## src/shared/adc_ctrl_defines.svh

```systemverilog
`ifndef ADC_CTRL_DEFINES_SVH
`define ADC_CTRL_DEFINES_SVH
// register byte addresses
`define OFF_STATUS_CONTROL 8'h3c
`define OFF_DATA 8'h40
`define OFF_CLOCK 8'h44
`define OFF_PORT_LATCH 8'h48
`define OFF_PORT_DIR 8'h4c
`define OFF_PORT_READ 8'h50
// status/control fields
`define SC_DONE_BIT 7
`define SC_IRQ_EN_BIT 6
`define SC_CONT_BIT 5
`define SC_CH_MSB 4
`define SC_CH_LSB 0
`define CH_POWER_OFF 5'h1f
`define CH_HIGH_REF 5'h1d
`define CH_GROUND 5'h1e
`define CH_LAST_PIN 5'h03
// clock register fields
`define CLK_DIV_MSB 7
`define CLK_DIV_LSB 5
`define CLK_SRC_BIT 4
// reset values
`define RST_STATUS_CONTROL 8'h1f
`define RST_CLOCK 8'h00
// conversion timing in adc clocks; full and zero result codes
`define CONV_SAMPLE_CLKS 4'h8
`define CONV_TOTAL_CLKS 5'h10
`define RESULT_FULL 8'hff
`define RESULT_ZERO 8'h00
`endif

```

## src/shared/adc_ctrl_pkg.sv

```systemverilog
package adc_ctrl_pkg;
	typedef enum logic [1:0] {
		CONV_IDLE = 2'b00,
		CONV_SAMPLE = 2'b01,
		CONV_RESOLVE = 2'b10,
		CONV_FINISH = 2'b11
	} conv_state_t;
	typedef enum logic [1:0] {
		IRQ_NONE = 2'b00,
		IRQ_CPU = 2'b01,
		IRQ_DMA = 2'b10
	} irq_kind_t;
endpackage

```

## src/hdl/adc_conversion_control.sv

```systemverilog
`timescale 1ns/1ps
`default_nettype none
`include "adc_ctrl_defines.svh"
// Operation
// - the selected channel pin is forced to analog input
// - latch and direction writes do not drive a claimed pin
// - reading a claimed pin gives 0, or the latch when direction set
// - unselected channel pins stay ordinary port I/O
// - high reference and ground codes are not decoded; they convert the input picked by their low two bits
// - any status/control write other than the power-off code starts a conversion
// - a conversion takes 16 to 17 ADC clocks
// - on completion store result and flag or interrupt on the same edge
// - continuous mode overwrites the result unread or not
// - continuous conversions restart until the mode bit is cleared
// - done flag stays set until control write or data read
// - with interrupts on and flag clear, request a CPU interrupt
// - with interrupts on and flag set, a DMA request instead
// - with interrupts on, the flag is not a completion indicator
// - in wait mode conversion runs and its interrupt wakes the CPU
// - stop mode abandons any conversion in progress
// - continuous conversions, or a start still pending, resume when stop mode ends
// - one of four channels is routed to the converter
// - codes 0..3 pick pins, all ones powers off
// - prescale divides by 1, 2, 4, 8 or 16
module adc_conversion_control import adc_ctrl_pkg::*; #(
	parameter int CHANNELS = 4
) (
	input wire logic aclk,
	input wire logic aresetn,
	input wire logic [31:0] s_axi_awaddr,
	input wire logic s_axi_awvalid,
	output logic s_axi_awready,
	input wire logic [31:0] s_axi_wdata,
	input wire logic [3:0] s_axi_wstrb,
	input wire logic s_axi_wvalid,
	output logic s_axi_wready,
	output logic [1:0] s_axi_bresp,
	output logic s_axi_bvalid,
	input wire logic s_axi_bready,
	input wire logic [31:0] s_axi_araddr,
	input wire logic s_axi_arvalid,
	output logic s_axi_arready,
	output logic [31:0] s_axi_rdata,
	output logic [1:0] s_axi_rresp,
	output logic s_axi_rvalid,
	input wire logic s_axi_rready,
	input wire logic bus_clk_tick,
	input wire logic osc_clk_tick,
	input wire logic comparator_high,
	input wire logic stop_mode,
	input wire logic [CHANNELS-1:0] port_b_pin_in,
	output logic [CHANNELS-1:0] port_b_pin_out,
	output logic [CHANNELS-1:0] port_b_pin_oe_n,
	output logic [CHANNELS-1:0] port_b_analog_pins,
	output logic [1:0] selected_analog_input,
	output logic [7:0] dac_trial_code,
	output logic cpu_irq_req,
	output logic dma_irq_req
);
	// ======================================================
	// register bus
	logic [7:0] wr_addr_r;
	logic aw_held_r, w_held_r;
	logic [7:0] wr_data_r;
	logic do_write, do_read;
	logic [7:0] sc_r, clk_r, result_r;
	logic [CHANNELS-1:0] latch_r, dir_r;
	conv_state_t state_r;
	logic [7:0] sar_r;
	logic [2:0] bit_idx_r;
	logic [3:0] tick_cnt_r;
	logic [4:0] div_cnt_r;
	logic adc_tick;
	logic start_pend_r;
	logic conv_done;

	// decode of the channel code into a one-hot pin claim
	function automatic logic [CHANNELS-1:0] claim_of(input logic [4:0] ch);
		logic [CHANNELS-1:0] m;
		m = '0;
		if (ch <= `CH_LAST_PIN)
			m[ch[1:0]] = 1'b1;
		return m;
	endfunction

	assign do_write = aw_held_r && w_held_r && !s_axi_bvalid;
	assign do_read = s_axi_arvalid && s_axi_arready;

	// write side: address and data held separately, either order
	always_ff @(posedge aclk) begin
		if (!aresetn) begin
			aw_held_r <= 1'b0;
			w_held_r <= 1'b0;
			wr_addr_r <= 8'h00;
			wr_data_r <= 8'h00;
			s_axi_awready <= 1'b0;
			s_axi_wready <= 1'b0;
			s_axi_bvalid <= 1'b0;
			s_axi_bresp <= 2'b00;
		end else begin
			s_axi_awready <= !aw_held_r && !s_axi_awready && !s_axi_bvalid;
			s_axi_wready <= !w_held_r && !s_axi_wready && !s_axi_bvalid;
			if (s_axi_awvalid && s_axi_awready) begin
				aw_held_r <= 1'b1;
				wr_addr_r <= s_axi_awaddr[7:0];
			end
			if (s_axi_wvalid && s_axi_wready) begin
				w_held_r <= 1'b1;
				wr_data_r <= s_axi_wstrb[0] ? s_axi_wdata[7:0] : 8'h00;
			end
			if (do_write) begin
				aw_held_r <= 1'b0;
				w_held_r <= 1'b0;
				s_axi_bvalid <= 1'b1;
				s_axi_bresp <= (wr_addr_r == `OFF_STATUS_CONTROL ||
					wr_addr_r == `OFF_CLOCK || wr_addr_r == `OFF_PORT_LATCH ||
					wr_addr_r == `OFF_PORT_DIR) ? 2'b00 : 2'b10;
			end else if (s_axi_bvalid && s_axi_bready) begin
				s_axi_bvalid <= 1'b0;
			end
		end
	end

	// read side: one cycle address accept, data next cycle
	always_ff @(posedge aclk) begin
		if (!aresetn) begin
			s_axi_arready <= 1'b0;
			s_axi_rvalid <= 1'b0;
			s_axi_rdata <= 32'h0000_0000;
			s_axi_rresp <= 2'b00;
		end else begin
			s_axi_arready <= !s_axi_arready && !s_axi_rvalid &&
				s_axi_arvalid;
			if (do_read) begin
				s_axi_rvalid <= 1'b1;
				s_axi_rresp <= 2'b00;
				case (s_axi_araddr[7:0])
				`OFF_STATUS_CONTROL: s_axi_rdata <= {24'h00_0000, sc_r};
				`OFF_DATA: s_axi_rdata <= {24'h00_0000, result_r};
				`OFF_CLOCK: s_axi_rdata <= {24'h00_0000, clk_r};
				`OFF_PORT_LATCH: s_axi_rdata <= {28'h000_0000, latch_r};
				`OFF_PORT_DIR: s_axi_rdata <= {28'h000_0000, dir_r};
				`OFF_PORT_READ: begin
					// claimed pin reads 0 or latch, free pins read the pad
					s_axi_rdata <= {28'h000_0000,
						(claim_of(sc_r[4:0]) & dir_r & latch_r) |
						(~claim_of(sc_r[4:0]) & port_b_pin_in)};
				end
				default: begin
					s_axi_rdata <= 32'h0000_0000;
					s_axi_rresp <= 2'b10;
				end
				endcase
			end else if (s_axi_rvalid && s_axi_rready) begin
				s_axi_rvalid <= 1'b0;
			end
		end
	end

	// ======================================================
	// control registers
	always_ff @(posedge aclk) begin
		if (!aresetn) begin
			sc_r <= `RST_STATUS_CONTROL;
			clk_r <= `RST_CLOCK;
			latch_r <= '0;
			dir_r <= '0;
		end else begin
			if (do_write && wr_addr_r == `OFF_STATUS_CONTROL)
				sc_r[6:0] <= wr_data_r[6:0];
			if (do_write && wr_addr_r == `OFF_CLOCK)
				clk_r <= {wr_data_r[7:4], 4'h0};
			// latch keeps the value; the claim blocks it at the pad
			if (do_write && wr_addr_r == `OFF_PORT_LATCH)
				latch_r <= wr_data_r[CHANNELS-1:0];
			if (do_write && wr_addr_r == `OFF_PORT_DIR)
				dir_r <= wr_data_r[CHANNELS-1:0];
			// done flag: set wins over a clear in the same cycle
			if (conv_done && !sc_r[`SC_IRQ_EN_BIT])
				sc_r[`SC_DONE_BIT] <= 1'b1;
			else if ((do_write && wr_addr_r == `OFF_STATUS_CONTROL) ||
				(do_read && s_axi_araddr[7:0] == `OFF_DATA))
				sc_r[`SC_DONE_BIT] <= 1'b0;
		end
	end

	// ======================================================
	// pins and mux
	always_ff @(posedge aclk) begin
		if (!aresetn) begin
			port_b_pin_out <= '0;
			port_b_pin_oe_n <= '1;
			port_b_analog_pins <= '0;
			selected_analog_input <= 2'b00;
		end else begin
			port_b_analog_pins <= claim_of(sc_r[4:0]);
			selected_analog_input <= sc_r[1:0];
			port_b_pin_out <= latch_r & ~claim_of(sc_r[4:0]);
			// claimed pin never driven; others follow direction
			port_b_pin_oe_n <= ~(dir_r & ~claim_of(sc_r[4:0]));
		end
	end

	// ======================================================
	// adc clock prescaler; top bit of the field forces /16
	always_ff @(posedge aclk) begin
		if (!aresetn) begin
			div_cnt_r <= 5'h00;
		end else if (clk_r[`CLK_SRC_BIT] ? bus_clk_tick : osc_clk_tick) begin
			div_cnt_r <= div_cnt_r + 5'h01;
		end
	end
	// tick when the counted source edges reach the ratio
	assign adc_tick = (clk_r[`CLK_SRC_BIT] ? bus_clk_tick : osc_clk_tick) &&
		(clk_r[7] ? (div_cnt_r[3:0] == 4'hf) :
		(clk_r[6:5] == 2'b00) ? 1'b1 :
		(clk_r[6:5] == 2'b01) ? div_cnt_r[0] :
		(clk_r[6:5] == 2'b10) ? (div_cnt_r[1:0] == 2'b11) :
		(div_cnt_r[2:0] == 3'b111));

	// ======================================================
	// sequencer: 8 sample clocks, 8 resolve clocks, finish on next edge
	// a power-off in the finishing tick stores nothing, so flags nothing
	assign conv_done = adc_tick && state_r == CONV_FINISH && !stop_mode &&
		sc_r[4:0] != `CH_POWER_OFF;

	always_ff @(posedge aclk) begin
		if (!aresetn) begin
			start_pend_r <= 1'b0;
		end else if (do_write && wr_addr_r == `OFF_STATUS_CONTROL) begin
			start_pend_r <= wr_data_r[4:0] != `CH_POWER_OFF;
		end else if (state_r == CONV_SAMPLE || sc_r[4:0] == `CH_POWER_OFF) begin
			start_pend_r <= 1'b0;
		end
	end

	always_ff @(posedge aclk) begin
		if (!aresetn) begin
			state_r <= CONV_IDLE;
			sar_r <= 8'h00;
			bit_idx_r <= 3'h7;
			tick_cnt_r <= 4'h0;
			result_r <= 8'h00;
			dac_trial_code <= 8'h00;
		end else if (stop_mode || sc_r[4:0] == `CH_POWER_OFF) begin
			// stop abandons the conversion; continuous mode or a pending
			// start picks up again once stop ends
			state_r <= CONV_IDLE;
		end else if (adc_tick) begin
			case (state_r)
			CONV_IDLE: begin
				if (start_pend_r || sc_r[`SC_CONT_BIT]) begin
					state_r <= CONV_SAMPLE;
					tick_cnt_r <= 4'h1;
				end
			end
			CONV_SAMPLE: begin
				tick_cnt_r <= tick_cnt_r + 4'h1;
				if (tick_cnt_r == 4'(`CONV_SAMPLE_CLKS - 4'h1)) begin
					state_r <= CONV_RESOLVE;
					sar_r <= 8'h80;
					dac_trial_code <= 8'h80;
					bit_idx_r <= 3'h7;
				end
			end
			CONV_RESOLVE: begin
				// keep the trial bit if the input is above the trial level
				sar_r[bit_idx_r] <= comparator_high;
				if (bit_idx_r != 3'h0) begin
					sar_r[bit_idx_r - 3'h1] <= 1'b1;
					dac_trial_code <= (sar_r & ~(8'h01 << bit_idx_r)) |
						({7'h00, comparator_high} << bit_idx_r) |
						(8'h01 << (bit_idx_r - 3'h1));
					bit_idx_r <= bit_idx_r - 3'h1;
				end else begin
					state_r <= CONV_FINISH;
				end
			end
			CONV_FINISH: begin
				result_r <= sar_r;
				// continuous mode restarts at once
				state_r <= sc_r[`SC_CONT_BIT] ? CONV_SAMPLE : CONV_IDLE;
				tick_cnt_r <= 4'h1;
			end
			default: state_r <= CONV_IDLE;
			endcase
		end
	end

	// ======================================================
	// interrupt requests held until data read or control write
	always_ff @(posedge aclk) begin
		if (!aresetn) begin
			cpu_irq_req <= 1'b0;
			dma_irq_req <= 1'b0;
		end else if (conv_done && sc_r[`SC_IRQ_EN_BIT]) begin
			cpu_irq_req <= !sc_r[`SC_DONE_BIT];
			dma_irq_req <= sc_r[`SC_DONE_BIT];
		end else if ((do_write && wr_addr_r == `OFF_STATUS_CONTROL) ||
			(do_read && s_axi_araddr[7:0] == `OFF_DATA)) begin
			cpu_irq_req <= 1'b0;
			dma_irq_req <= 1'b0;
		end
	end

	// adc ticks between the start tick and the completing tick
	logic [4:0] conv_len_r;
	always_ff @(posedge aclk) begin
		if (!aresetn || state_r == CONV_IDLE || conv_done) begin
			conv_len_r <= 5'h00;
		end else if (adc_tick && conv_len_r != 5'h1f) begin
			conv_len_r <= conv_len_r + 5'h01;
		end
	end
endmodule
`default_nettype wire

```

## config.mk

```make
export PLATFORM = sky130hd
export DESIGN_NAME = adc_conversion_control
export DESIGN_NICKNAME = d
export VERILOG_FILES = /design/src/shared/adc_ctrl_pkg.sv /design/src/hdl/adc_conversion_control.sv
export VERILOG_INCLUDE_DIRS = /design/src /design/src/shared
export SDC_FILE = /design/constraint.sdc
export NUM_CORES = 1
export LEC_CHECK = 0
export ABC_AREA = 0
export BUFFER_PORTS_ARGS = -buffer_cell sky130_fd_sc_hd__buf_2
export CELL_PAD_IN_SITES_DETAIL_PLACEMENT = 0
export CELL_PAD_IN_SITES_GLOBAL_PLACEMENT = 2
export CORE_UTILIZATION = 32
export CTS_BUF_LIST = sky130_fd_sc_hd__clkbuf_4
export DETAILED_ROUTE_END_ITERATION = 8
export HOLD_SLACK_MARGIN = 0.08
export PLACE_DENSITY_LB_ADDON = 0.1
export SETUP_SLACK_MARGIN = 0.15
export SLEW_MARGIN = 20
export SYNTH_ARGS = -nofsm -noshare
export SYNTH_HDL_FRONTEND = slang
export SYNTH_SLANG_ARGS = --single-unit
export TNS_END_PERCENT = 10
```

## constraint.sdc

```tcl
create_clock -name aclk -period 4.6 [get_ports aclk]
set_clock_uncertainty 0.15 [all_clocks]
set_input_delay 0.23 -clock aclk [delete_from_list [all_inputs] [get_ports aclk]]
set_output_delay 0.23 -clock aclk [all_outputs]
set_load 0.1 [all_outputs]
```

**Word level (Yosys, flattened, before mapping)**

Index checks and enable logic that the tools add are counted.

- Output and inout bits: 65
- Register bits after elaboration: 134
- Word-level logic and storage cells: 194

- Reductions and logical operators: 62
- Bitwise gates (word level): 16
- Multiplexer cells: 46
- Magnitude comparators: 7
- Add/subtract/negate cells: 3
- Eq/ne operators: 26
- Shifts and indexed selects: 3

Operators with widths:

| kind | number |
|---|---|
| 8-bit by 7-bit == test with 1-bit output, second input constant | 8 |
| 8-bit case mux with 6 select lines | 1 |
| 8-bit 2-to-1 mux | 4 |
| 8-bit case mux with 2 select lines | 2 |
| 1-bit logical AND | 27 |
| 4-bit 2-to-1 mux | 6 |
| 8-bit OR | 3 |
| 4-bit bitwise AND | 5 |
| 1-bit 2-to-1 mux | 19 |
| 8-bit by 6-bit == test with 1-bit output, second input constant | 2 |
| 1-bit by 3-bit << shifter with 8-bit output, first input constant | 2 |
| 4-bit inverter | 3 |
| 4-bit case mux with 3 select lines | 1 |
| 4-bit AND reduction | 3 |
| 2-bit nonzero test | 6 |
| 1-bit logical NOT | 10 |
| 2-bit 2-to-1 mux | 5 |
| 5-bit inequality test, second input constant | 2 |
| 8-bit bitwise AND | 1 |
| 8-bit bitwise mux | 1 |
| 2-bit == test, second input constant | 4 |
| 3-bit by 4-bit < comparator with 1-bit output, second input constant | 2 |
| 8-bit inverter | 1 |
| 2-bit case mux with 4 select lines | 1 |
| other kinds (28) | 44 |

**Depth between registers and ports, before layout**

Gate-level depths: netlist (run 1).

- Depth after elaboration: 12
- Depth in mapped cells: 9
- Gate-level depth less buffers: 7

**Worst setup path before layout (run 1)**

OpenSTA, ideal clock, no wires.

- Path kind: register -> register
- Start: register s_axi_bvalid
- End: register cpu_irq_req
- Stages on the path, launching flop included: 7
- Data required time: 4379 ps
- Arrival time: 2250 ps
- Library setup time: 71 ps
- Slack: 2129 ps
- Cells stage by stage: dfxtp_1 -> and3b_1 -> nand4_1 -> clkbuf_1 -> o31a_1 -> o211ai_1 -> a21oi_1

- Cells in the longest elaborated chain, start to end: 5

Ends and longest elaborated chain:

| item | RTL line | source |
|---|---|---|
| start: declaration | adc_conversion_control.sv:38 | `output logic s_axi_bvalid,` |
| start signal: assignment | adc_conversion_control.sv:98 | `s_axi_bvalid <= 1'b0;` |
| start signal: assignment | adc_conversion_control.sv:114 | `s_axi_bvalid <= 1'b1;` |
| start signal: assignment | adc_conversion_control.sv:119 | `s_axi_bvalid <= 1'b0;` |
| 1-bit logical NOT | adc_conversion_control.sv:86 | `assign do_write = aw_held_r && w_held_r && !s_axi_bvalid;` |
| 1-bit logical AND | adc_conversion_control.sv:86 |  |
| 1-bit logical AND (no line) | - |  |
| 1-bit logical OR | adc_conversion_control.sv:299 | `` end else if ((do_write && wr_addr_r == `OFF_STATUS_CONTROL) \|\| `` |
| 2-bit nonzero test (no line) | - |  |
| end signal: assignment | adc_conversion_control.sv:297 | `` cpu_irq_req <= !sc_r[`SC_DONE_BIT]; `` |
| end: declaration | adc_conversion_control.sv:57 | `output logic cpu_irq_req,` |

Every way passes these cells.
A chain may end at the register's enable or synchronous reset.

**Worst setup path after layout (run 1)**

- Start: register div_cnt_r[0]
- End: register cpu_irq_req

- Cells in the longest elaborated chain, start to end: 11
- Elaborated cells on any way between the ends: 14
- Those cells by class: eq/ne (3); mux (5); reduce/logical (6)

Ends and longest elaborated chain:

| item | RTL line | source |
|---|---|---|
| start: declaration | adc_conversion_control.sv:72 | `logic [4:0] div_cnt_r;` |
| start signal: assignment | adc_conversion_control.sv:210 | `div_cnt_r <= div_cnt_r + 5'h01;` |
| 3-bit == test or 2-bit == test (tied branches) | adc_conversion_control.sv:219, adc_conversion_control.sv:218 |  |
| 1-bit 2-to-1 mux | adc_conversion_control.sv:218 | `(clk_r[6:5] == 2'b10) ? (div_cnt_r[1:0] == 2'b11) :` |
| 1-bit 2-to-1 mux | adc_conversion_control.sv:217 | `(clk_r[6:5] == 2'b01) ? div_cnt_r[0] :` |
| 1-bit 2-to-1 mux | adc_conversion_control.sv:216 | `(clk_r[6:5] == 2'b00) ? 1'b1 :` |
| 1-bit 2-to-1 mux * | adc_conversion_control.sv:215 | `(clk_r[7] ? (div_cnt_r[3:0] == 4'hf) :` |
| 1-bit logical AND * | adc_conversion_control.sv:214 | `` assign adc_tick = (clk_r[`CLK_SRC_BIT] ? bus_clk_tick : osc_clk_tick) && `` |
| 1-bit logical AND * (2 in a row) | adc_conversion_control.sv:224 | `assign conv_done = adc_tick && state_r == CONV_FINISH && !stop_mode &&` |
| 1-bit logical AND (no line) * | - |  |
| 1-bit logical AND * | adc_conversion_control.sv:296 | `` end else if (conv_done && sc_r[`SC_IRQ_EN_BIT]) begin `` |
| 1-bit 2-to-1 mux or 2-bit nonzero test (tied branches) | - |  |

Mark *: on every way between the ends. The rest lies on a longest branch, timed or not.

==> reports/metrics.json, run 1 <==
{
  "run_status": "finished, final reports clean",
  "rsz0062_at_grt": "false",
  "startpoint_type": "flop",
  "final_cells": 916,
  "synth_top_area_cell": "sky130_fd_sc_hd__dfxtp_1",
  "final_common_cell": "sky130_fd_sc_hd__dfxtp_1",
  "cells_on_worst_hold_path": 4,
  "ctsLongestPathBuffers": 2,
  "placedCellCount": 843,
  "post_route_design_area_um2": 6235,
  "hold-worst-slack_ns": 0.1432,
  "final_layout_size_suffix_gt1_frac": 0.1518,
  "top_level_ports": 180,
  "cts_tree": "done",
  "finalWorstSetupSlack_ns": 1.742,
  "initial_utilization": 0.3303,
  "setup_viol_count_final": 0,
  "tritoncts.num_buffers": 9,
  "number_of_synthesized_flops_with_an_enable_pin": 0,
  "sequential_cell_area_um2": 2142,
  "number_of_clock_sinks": 107,
  "worst_hold_path.endpoint": "div_cnt_r[3]",
  "die_w_um": 128.0,
  "grt_max_degree": 51,
  "slew_margin_rel": 0.4066,
  "muxShareOfSynthArea": 0.07960,
  "synth-seq-area-share": 0.4219,
  "routed_wl_um": 13500,
  "hold_bufs_at_cts": 57,
  "utilization": 0.4056,
  "yosysWarningCount": 0,
  "min_period_ns": 2.858,
  "detail_route.wl_per_cell_um": 14.74,
  "timing.hold.worst.class": "in -> reg",
  "worst-r2r-cell-count": 7,
  "cts_repair_resize_count": 0,
  "cap_viol_max_count": 0,
  "crit-reg2reg-launch": "div_cnt_r[0]",
  "netlist_instances": 584,
  "wire_length_of_the_first_global_routing_pass_um": 21910,
  "power.leakage_nw": 2.565,
  "power_mw": 1.701,
  "synth-seq-cells": 107,
  "core-area_um2": 15370,
  "post_synth_xor_area_fraction": 0.005175,
  "synth_top_family_by_area": "simple AND/OR/NAND/NOR gates",
  "max_slew_violation_total_from_the_final_report": 0,
  "worstSetupEndpointType": "flop",
  "synth_simple_gate_area_frac": 0.2132,
  "cts_root_buf": "sky130_fd_sc_hd__clkbuf_4",
  "die_height_um": 128.0,
  "timing_hold_violations_final": 0,
  "yosys.area_share.adder": 0.03450,
  "placement.cell_area_um2": 5522,
  "cts_max_level": 3,
  "post-route-period-util": 0.6213,
  "ys_async_sr_fraction": 0,
  "first_global_vias": 4228,
  "compound_cell_area_share_of_the_yosys_netlist": 0.1695,
  "syn_avg_cell_area_um2": 8.694,
  "timing.critical_path.required_ns": 4.87,
  "cells_taking_the_most_area_after_synthesis": "sky130_fd_sc_hd__dfxtp_1 (42%), sky130_fd_sc_hd__mux2i_1 (7.7%), sky130_fd_sc_hd__nand2_1 (4.7%)",
  "initialDrtViolationCount": 253,
  "first_pass_iteration_count_of_the_detailed_router": 4,
  "vias": 4437,
  "clock.fmax_mhz": 349.9,
  "yosysTopAreaCellShare": 0.4219,
  "crit_fanout": 20,
  "count_of_standard_cell_rows": 45,
  "setup.worst_path.class": "reg -> reg",
  "pwr_per_cell_area_nw_per_um2": 272.8,
  "worstPathArrival_ns": 3.13,
  "max-vdd-ir-drop_mv": 0.1132,
  "grt_antenna_before_repair": 0,
  "yosysUniqueCellTypes": 63,
  "critical_path.reg2reg.endpoint": "cpu_irq_req",
  "gp_congestion": 0.8178,
  "ant_nets": 0,
  "synth-main-ff-cell": "sky130_fd_sc_hd__dfxtp_1",
  "setup_total_negative_slack_ns": 0,
  "drc": 0,
  "synthToLayoutAreaGrowth_pct": 22.79,
  "multi_input_area_um2": 2646,
  "drt-vias-per-instance": 4.844,
  "final_nets": 829,
  "post_cts_setup_buffer_count": 0,
  "die_area_um2": 16380,
  "cts.clk_slew.worst_paths_ns": 0.16,
  "gr-total-overflow": 0,
  "portBuffers": 78,
  "reg2reg_setup_slack_ns": 1.74,
  "preCtsSetupSlack_ns": 1.736,
  "fillCellCount": 1576,
  "clock_latency_ns": 0.48,
  "layout_common_cells": "sky130_fd_sc_hd__dfxtp_1 (107), sky130_fd_sc_hd__buf_2 (78), sky130_fd_sc_hd__nand2_1 (64)",
  "antenna_fix_cells": 0,
  "detailed_place_hpwl_um": 9472,
  "tightestPinTransition_ns": 0.8901,
  "grtUsageTotal": 0.1730,
  "hold_start": "osc_clk_tick",
  "post_synthesis_cell_area_um2": 5077
}
==> how the worst max path moves through the flow <==
| stage | startpoint | slack (ns) | to |
|---|---|---|---|
| 2_1_floorplan | s_axi_bvalid | 2.13 | cpu_irq_req |
| 3_3_place_gp | div_cnt_r[0] | 1.83 | cpu_irq_req |
| 3_5_place_dp | div_cnt_r[0] | 1.74 | cpu_irq_req |
| 4_1_cts | div_cnt_r[0] | 1.68 | cpu_irq_req |
| 5_1_grt | div_cnt_r[0] | 1.52 | cpu_irq_req |
| 6_report | div_cnt_r[0] | 1.74 | cpu_irq_req |
==> cell usage after synthesis (3+ instances only) <==
cell	number
sky130_fd_sc_hd__dfxtp_1	107
sky130_fd_sc_hd__nand2_1	64
sky130_fd_sc_hd__nand3_1	45
sky130_fd_sc_hd__a21oi_1	42
sky130_fd_sc_hd__nor2_1	40
sky130_fd_sc_hd__mux2i_1	39
sky130_fd_sc_hd__o21ai_0	27
sky130_fd_sc_hd__buf_4	26
sky130_fd_sc_hd__clkbuf_1	24
sky130_fd_sc_hd__nor3_1	16
sky130_fd_sc_hd__inv_1	15
sky130_fd_sc_hd__ha_1	14
sky130_fd_sc_hd__nand2b_1	8
sky130_fd_sc_hd__and2_1	6
sky130_fd_sc_hd__and3_1	6
sky130_fd_sc_hd__o2bb2ai_2	6
sky130_fd_sc_hd__or3_1	6
sky130_fd_sc_hd__a221oi_1	5
sky130_fd_sc_hd__a222oi_1	5
sky130_fd_sc_hd__a22o_1	5
sky130_fd_sc_hd__nand4_1	5
sky130_fd_sc_hd__buf_1	4
sky130_fd_sc_hd__nand3b_1	4
sky130_fd_sc_hd__nor3b_1	4
sky130_fd_sc_hd__a211oi_1	3
sky130_fd_sc_hd__buf_2	3
sky130_fd_sc_hd__nor2b_1	3
sky130_fd_sc_hd__o21a_1	3
sky130_fd_sc_hd__o31ai_1	3
sky130_fd_sc_hd__o32ai_1	3
==> sequential cells by signal, summed over array words and instances (netlist names), 2 cells and up <==
register,flops
div_cnt_r,4
port_b_pin_out,4
tick_cnt_r,4
port_b_pin_oe_n,4
clk_r,4
wr_addr_r,8
sc_r,8
sar_r,8
latch_r,4
port_b_analog_pins,4
dir_r,4
s_axi_rdata,8
selected_analog_input,2
result_r,8
state_r,2
dac_trial_code,8
wr_data_r,8
bit_idx_r,3
==> per-layer routing <==
metal / vias up / track usage / routed length [µm] / part of all wire
met5: - / 0 / 0 / 0
met4: 0 / 0.04360 / 129 / 0.0096
met3: 10 / 0.03840 / 543 / 0.040
met2: 103 / 0.2986 / 6476 / 0.48
met1: 2047 / 0.2178 / 6355 / 0.47
li1: 2277 / - / - / -
==> report_power, final <==
part           switching (mW)  internal, mW  total, mW  leakage [nW]
Sequential             0.0131         0.941      0.954         0.866
Clock                   0.327         0.181      0.508        0.0779
Combinational           0.181        0.0572      0.238          1.62
==> worst max-delay path: stages (launching register included) <==
cell	delay (ns)
sky130_fd_sc_hd__dfxtp_1	0.43
sky130_fd_sc_hd__ha_1	0.23
sky130_fd_sc_hd__ha_1	0.16
sky130_fd_sc_hd__mux2i_1	0.07
sky130_fd_sc_hd__a311oi_2	0.41
sky130_fd_sc_hd__nand4_1	0.67
sky130_fd_sc_hd__or3_1	0.56
sky130_fd_sc_hd__a21oi_1	0.13
==> final cells by class <==
cell class	instances	share of cell area
inverter	15	0.009031
tap	211	0.04234
clock inverter	5	0.009633
multi-input combinational	429	0.4244
sequential	107	0.3436
clock buffer	11	0.01325
timing repair buffer	138	0.1577
==> cell families after synthesis <==
kind of cell,after synthesis
AND/OR/NAND/NOR,221
AO/OA/AOI/OAI,125
flip-flops,107
buffers and inverters,73
multiplexers,40
adder cells (fa/ha/maj),14
XOR/XNOR,3
other,1
Note: power is estimated with default switching activity, not from simulation.
==> run 2: changes to the inputs <==
- CORE_UTILIZATION: 32 -> 29
- clock period: 4.6 -> 2.7 ns (I/O delays scaled with it)
==> run 2 against run 1 <==
Against the previous run: cell count up 3.7%; via count rose by 1.9%; worst hold slack got worse by 0.019 ns; non-clock buffer count up 20; power increased by 68%; utilization fell by 3.2 points; sequential share of layout area shrank 0.94 points; critical endpoint is now dac_trial_code[1]; largest cell class unchanged; largest power group unchanged; highest routed layer unchanged.
==> reports/metrics.json, run 2 (synthesis results as in run 1) <==
{
  "run_status": "finished, final reports clean",
  "critical-path-top-cell-by-count": "sky130_fd_sc_hd__ha_1",
  "grt_antenna_before_repair": {"value": 1, "change": "+1"},
  "timing.hold.worst.class": "in -> reg",
  "max_slew_violation_total_from_the_final_report": {"value": 0, "change": "unchanged"},
  "tritoncts.num_buffers": {"value": 9, "change": "unchanged"},
  "final_layout_size_suffix_gt1_frac": {"value": 0.1657, "change": "+0.01397"},
  "crit_fanout": {"value": 6, "change": "-70%"},
  "die_area": {"value": 18040, "unit": "µm²", "change": "+10%"},
  "worst-r2r-cell-count": {"value": 7, "change": "unchanged"},
  "die_height": {"value": 134.3, "unit": "µm", "change": "+5.0%"},
  "final_common_cell": "sky130_fd_sc_hd__dfxtp_1",
  "first_global_vias": {"value": 4219, "change": "-0.21%"},
  "post_route_design_area": {"value": 6410, "unit": "µm²", "change": "+2.8%"},
  "ctsLongestPathBuffers": {"value": 2, "change": "unchanged"},
  "sequential_cell_area": {"value": 2142, "unit": "µm²", "change": "unchanged"},
  "max-vdd-ir-drop": {"value": 0.1738, "unit": "mV", "change": "+54%"},
  "placedCellCount": {"value": 871, "change": "+3.3%"},
  "top_level_ports": {"value": 180, "change": "unchanged"},
  "wire_length_of_the_first_global_routing_pass": {"value": 22850, "unit": "µm", "change": "+4.3%"},
  "crit_path_max_incr_delay": {"value": 0.56, "unit": "ns", "change": "-0.11 ns"},
  "post-route-period-util": {"value": 0.9114, "change": "+0.2901"},
  "cts.clk_slew.worst_paths": {"value": 0.16, "unit": "ns", "change": "about the same"},
  "hold_start": "s_axi_araddr[6]",
  "cap_viol_max_count": {"value": 0, "change": "unchanged"},
  "cts_repair_resize_count": {"value": 0, "change": "unchanged"},
  "cts_root_buf": "sky130_fd_sc_hd__clkbuf_4",
  "cells_on_worst_hold_path": {"value": 5, "change": "+1"},
  "reg2reg_setup_slack": {"value": 0.24, "unit": "ns", "change": "-1.50 ns"},
  "count_of_standard_cell_rows": {"value": 48, "change": "+6.7%"},
  "worst_hold_path.endpoint": "s_axi_rresp[1]",
  "worstPathArrival": {"value": 2.74, "unit": "ns", "change": "-0.39 ns"},
  "ant_nets": {"value": 0, "change": "unchanged"},
  "final_cells": {"value": 950, "change": "+3.7%"},
  "routed_wl": {"value": 14440, "unit": "µm", "change": "+6.9%"},
  "crit_slowest_cell": "sky130_fd_sc_hd__or3_1",
  "detailed_place_hpwl": {"value": 10490, "unit": "µm", "change": "+11%"},
  "clock_latency": {"value": 0.48, "unit": "ns", "change": "about the same"},
  "finalWorstSetupSlack": {"value": 0.2393, "unit": "ns", "change": "-1.503 ns"},
  "initial_utilization": {"value": 0.2956, "change": "-0.03472"},
  "vias": {"value": 4520, "change": "+1.9%"},
  "timing.critical_path.required": {"value": 2.98, "unit": "ns", "change": "-1.89 ns"},
  "rsz0062_at_grt": "true",
  "setup_viol_count_final": {"value": 0, "change": "unchanged"},
  "final_nets": {"value": 849, "change": "+2.4%"},
  "hold-worst-slack": {"value": 0.1239, "unit": "ns", "change": "-0.01928 ns"},
  "initialDrtViolationCount": {"value": 238, "change": "-5.9%"},
  "timing_hold_violations_final": {"value": 0, "change": "unchanged"},
  "first_pass_iteration_count_of_the_detailed_router": {"value": 6, "change": "+2"},
  "grtUsageTotal": {"value": 0.1646, "change": "-0.008401"},
  "detail_route.wl_per_cell": {"value": 15.20, "unit": "µm", "change": "+3.1%"},
  "placement.cell_area": {"value": 5657, "unit": "µm²", "change": "+2.4%"},
  "drt-vias-per-instance": {"value": 4.758, "change": "-1.8%"},
  "path_delay_family": "simple AND/OR/NAND/NOR gates",
  "clock.fmax": {"value": 406.4, "unit": "MHz", "change": "+16%"},
  "core-area": {"value": 17180, "unit": "µm²", "change": "+12%"},
  "cts_max_level": {"value": 3, "change": "unchanged"},
  "fillCellCount": {"value": 1819, "change": "+15%"},
  "power.leakage": {"value": 2.653, "unit": "nW", "change": "+3.4%"},
  "gp_congestion": {"value": 0.7806, "change": "-4.5%"},
  "pwr_per_cell_area": {"value": 446.2, "unit": "nW/µm²", "change": "+64%"},
  "critical_path.reg2reg.endpoint": "dac_trial_code[1]",
  "slew_margin_rel": {"value": 0.5913, "change": "+0.1847"},
  "drc": {"value": 0, "change": "unchanged"},
  "multi_input_area": {"value": 2646, "unit": "µm²", "change": "unchanged"},
  "setup.worst_path.class": "reg -> reg",
  "crit-reg2reg-launch": "div_cnt_r[0]",
  "cts_tree": "done",
  "number_of_clock_sinks": {"value": 107, "change": "unchanged"},
  "startpoint_type": "flop",
  "min_period": {"value": 2.461, "unit": "ns", "change": "-0.3972 ns"},
  "grt_max_degree": {"value": 45, "change": "-12%"},
  "synthToLayoutAreaGrowth_pct": 26.24,
  "gr-total-overflow": {"value": 0, "change": "unchanged"},
  "preCtsSetupSlack": {"value": 0.2337, "unit": "ns", "change": "-1.502 ns"},
  "tightestPinTransition": {"value": 0.6108, "unit": "ns", "change": "-0.2793 ns"},
  "utilization": {"value": 0.3732, "change": "-0.03244"},
  "setup_total_negative_slack": {"value": 0, "unit": "ns", "change": "unchanged"},
  "die_w": {"value": 134.3, "unit": "µm", "change": "+5.0%"},
  "portBuffers": {"value": 78, "change": "unchanged"},
  "count_of_buffering_cells_on_the_critical_path_with_inverters_included": {"value": 0, "change": "unchanged"},
  "worstPathCellList": "ha_1 -> ha_1 -> mux2i_1 -> a311oi_2 -> nand4_1 -> or3_1 -> o2bb2ai_2",
  "worstSetupEndpointType": "flop",
  "power": {"value": 2.860, "unit": "mW", "change": "+68%"},
  "layout_common_cells": "sky130_fd_sc_hd__dfxtp_1 (107), sky130_fd_sc_hd__buf_2 (78), sky130_fd_sc_hd__nand2_1 (64)"
}
==> run 2: cell types whose count changed in the layout (fill, tap and decap cells not counted), sizes merged <==
cell         delta
diode           +1
clkinv          +2
buf            +16
inv             -2
dlygate4sd3     +4
clkinvlp        -1
==> run 2: report_power, final <==
part | internal, mW | switching [mW] | total (mW)
logic | 0.107 | 0.311 | 0.418
clock network | 0.292 | 0.524 | 0.816
registers | 1.60 | 0.0237 | 1.63
==> run 2: worst reg2reg max path: stages (launching register included) <==
cell                        delay, ns
sky130_fd_sc_hd__dfxtp_1         0.43
sky130_fd_sc_hd__ha_1            0.25
sky130_fd_sc_hd__ha_1            0.16
sky130_fd_sc_hd__mux2i_1         0.08
sky130_fd_sc_hd__a311oi_2        0.32
sky130_fd_sc_hd__nand4_1         0.31
sky130_fd_sc_hd__or3_1           0.56
sky130_fd_sc_hd__o2bb2ai_2       0.17
==> run 2: timing repair <==
action                                  in CTS  in global routing
hold buffers                                61                  0
endpoints found under the hold margin       51                  0
setup buffers                                0                  2
endpoints found under the setup margin       0                 12
==> run 2: cell type report <==
type	count	share of cell area
Multi-Input combinational cell	429	0.4128
Tap cell	225	0.04392
Inverter	15	0.008784
Antenna cell	1	0.0003904
Clock buffer	11	0.01288
Clock inverter	4	0.006637
Sequential cell	107	0.3342
Timing Repair Buffer	158	0.1804
==> run 2: worst max-delay path by stage <==
stage,start,end,slack (ns),cells past startpoint
5_1_grt,div_cnt_r[0],dac_trial_code[3],0.06,7
6_report,div_cnt_r[0],dac_trial_code[1],0.24,7
2_1_floorplan,s_axi_bvalid,cpu_irq_req,0.23,6
3_3_place_gp,div_cnt_r[0],tick_cnt_r[3],0.27,8
4_1_cts,div_cnt_r[0],tick_cnt_r[3],0.18,8
3_5_place_dp,div_cnt_r[0],tick_cnt_r[3],0.23,8
==> run 2: routing by layer <==
layer,part of all wire,vias to the layer above,GRT usage
met4,0.014,0,0.05805
met1,0.49,2111,0.2183
met3,0.027,14,0.02268
met2,0.47,84,0.2726
met5,0,-,0
li1,-,2311,-
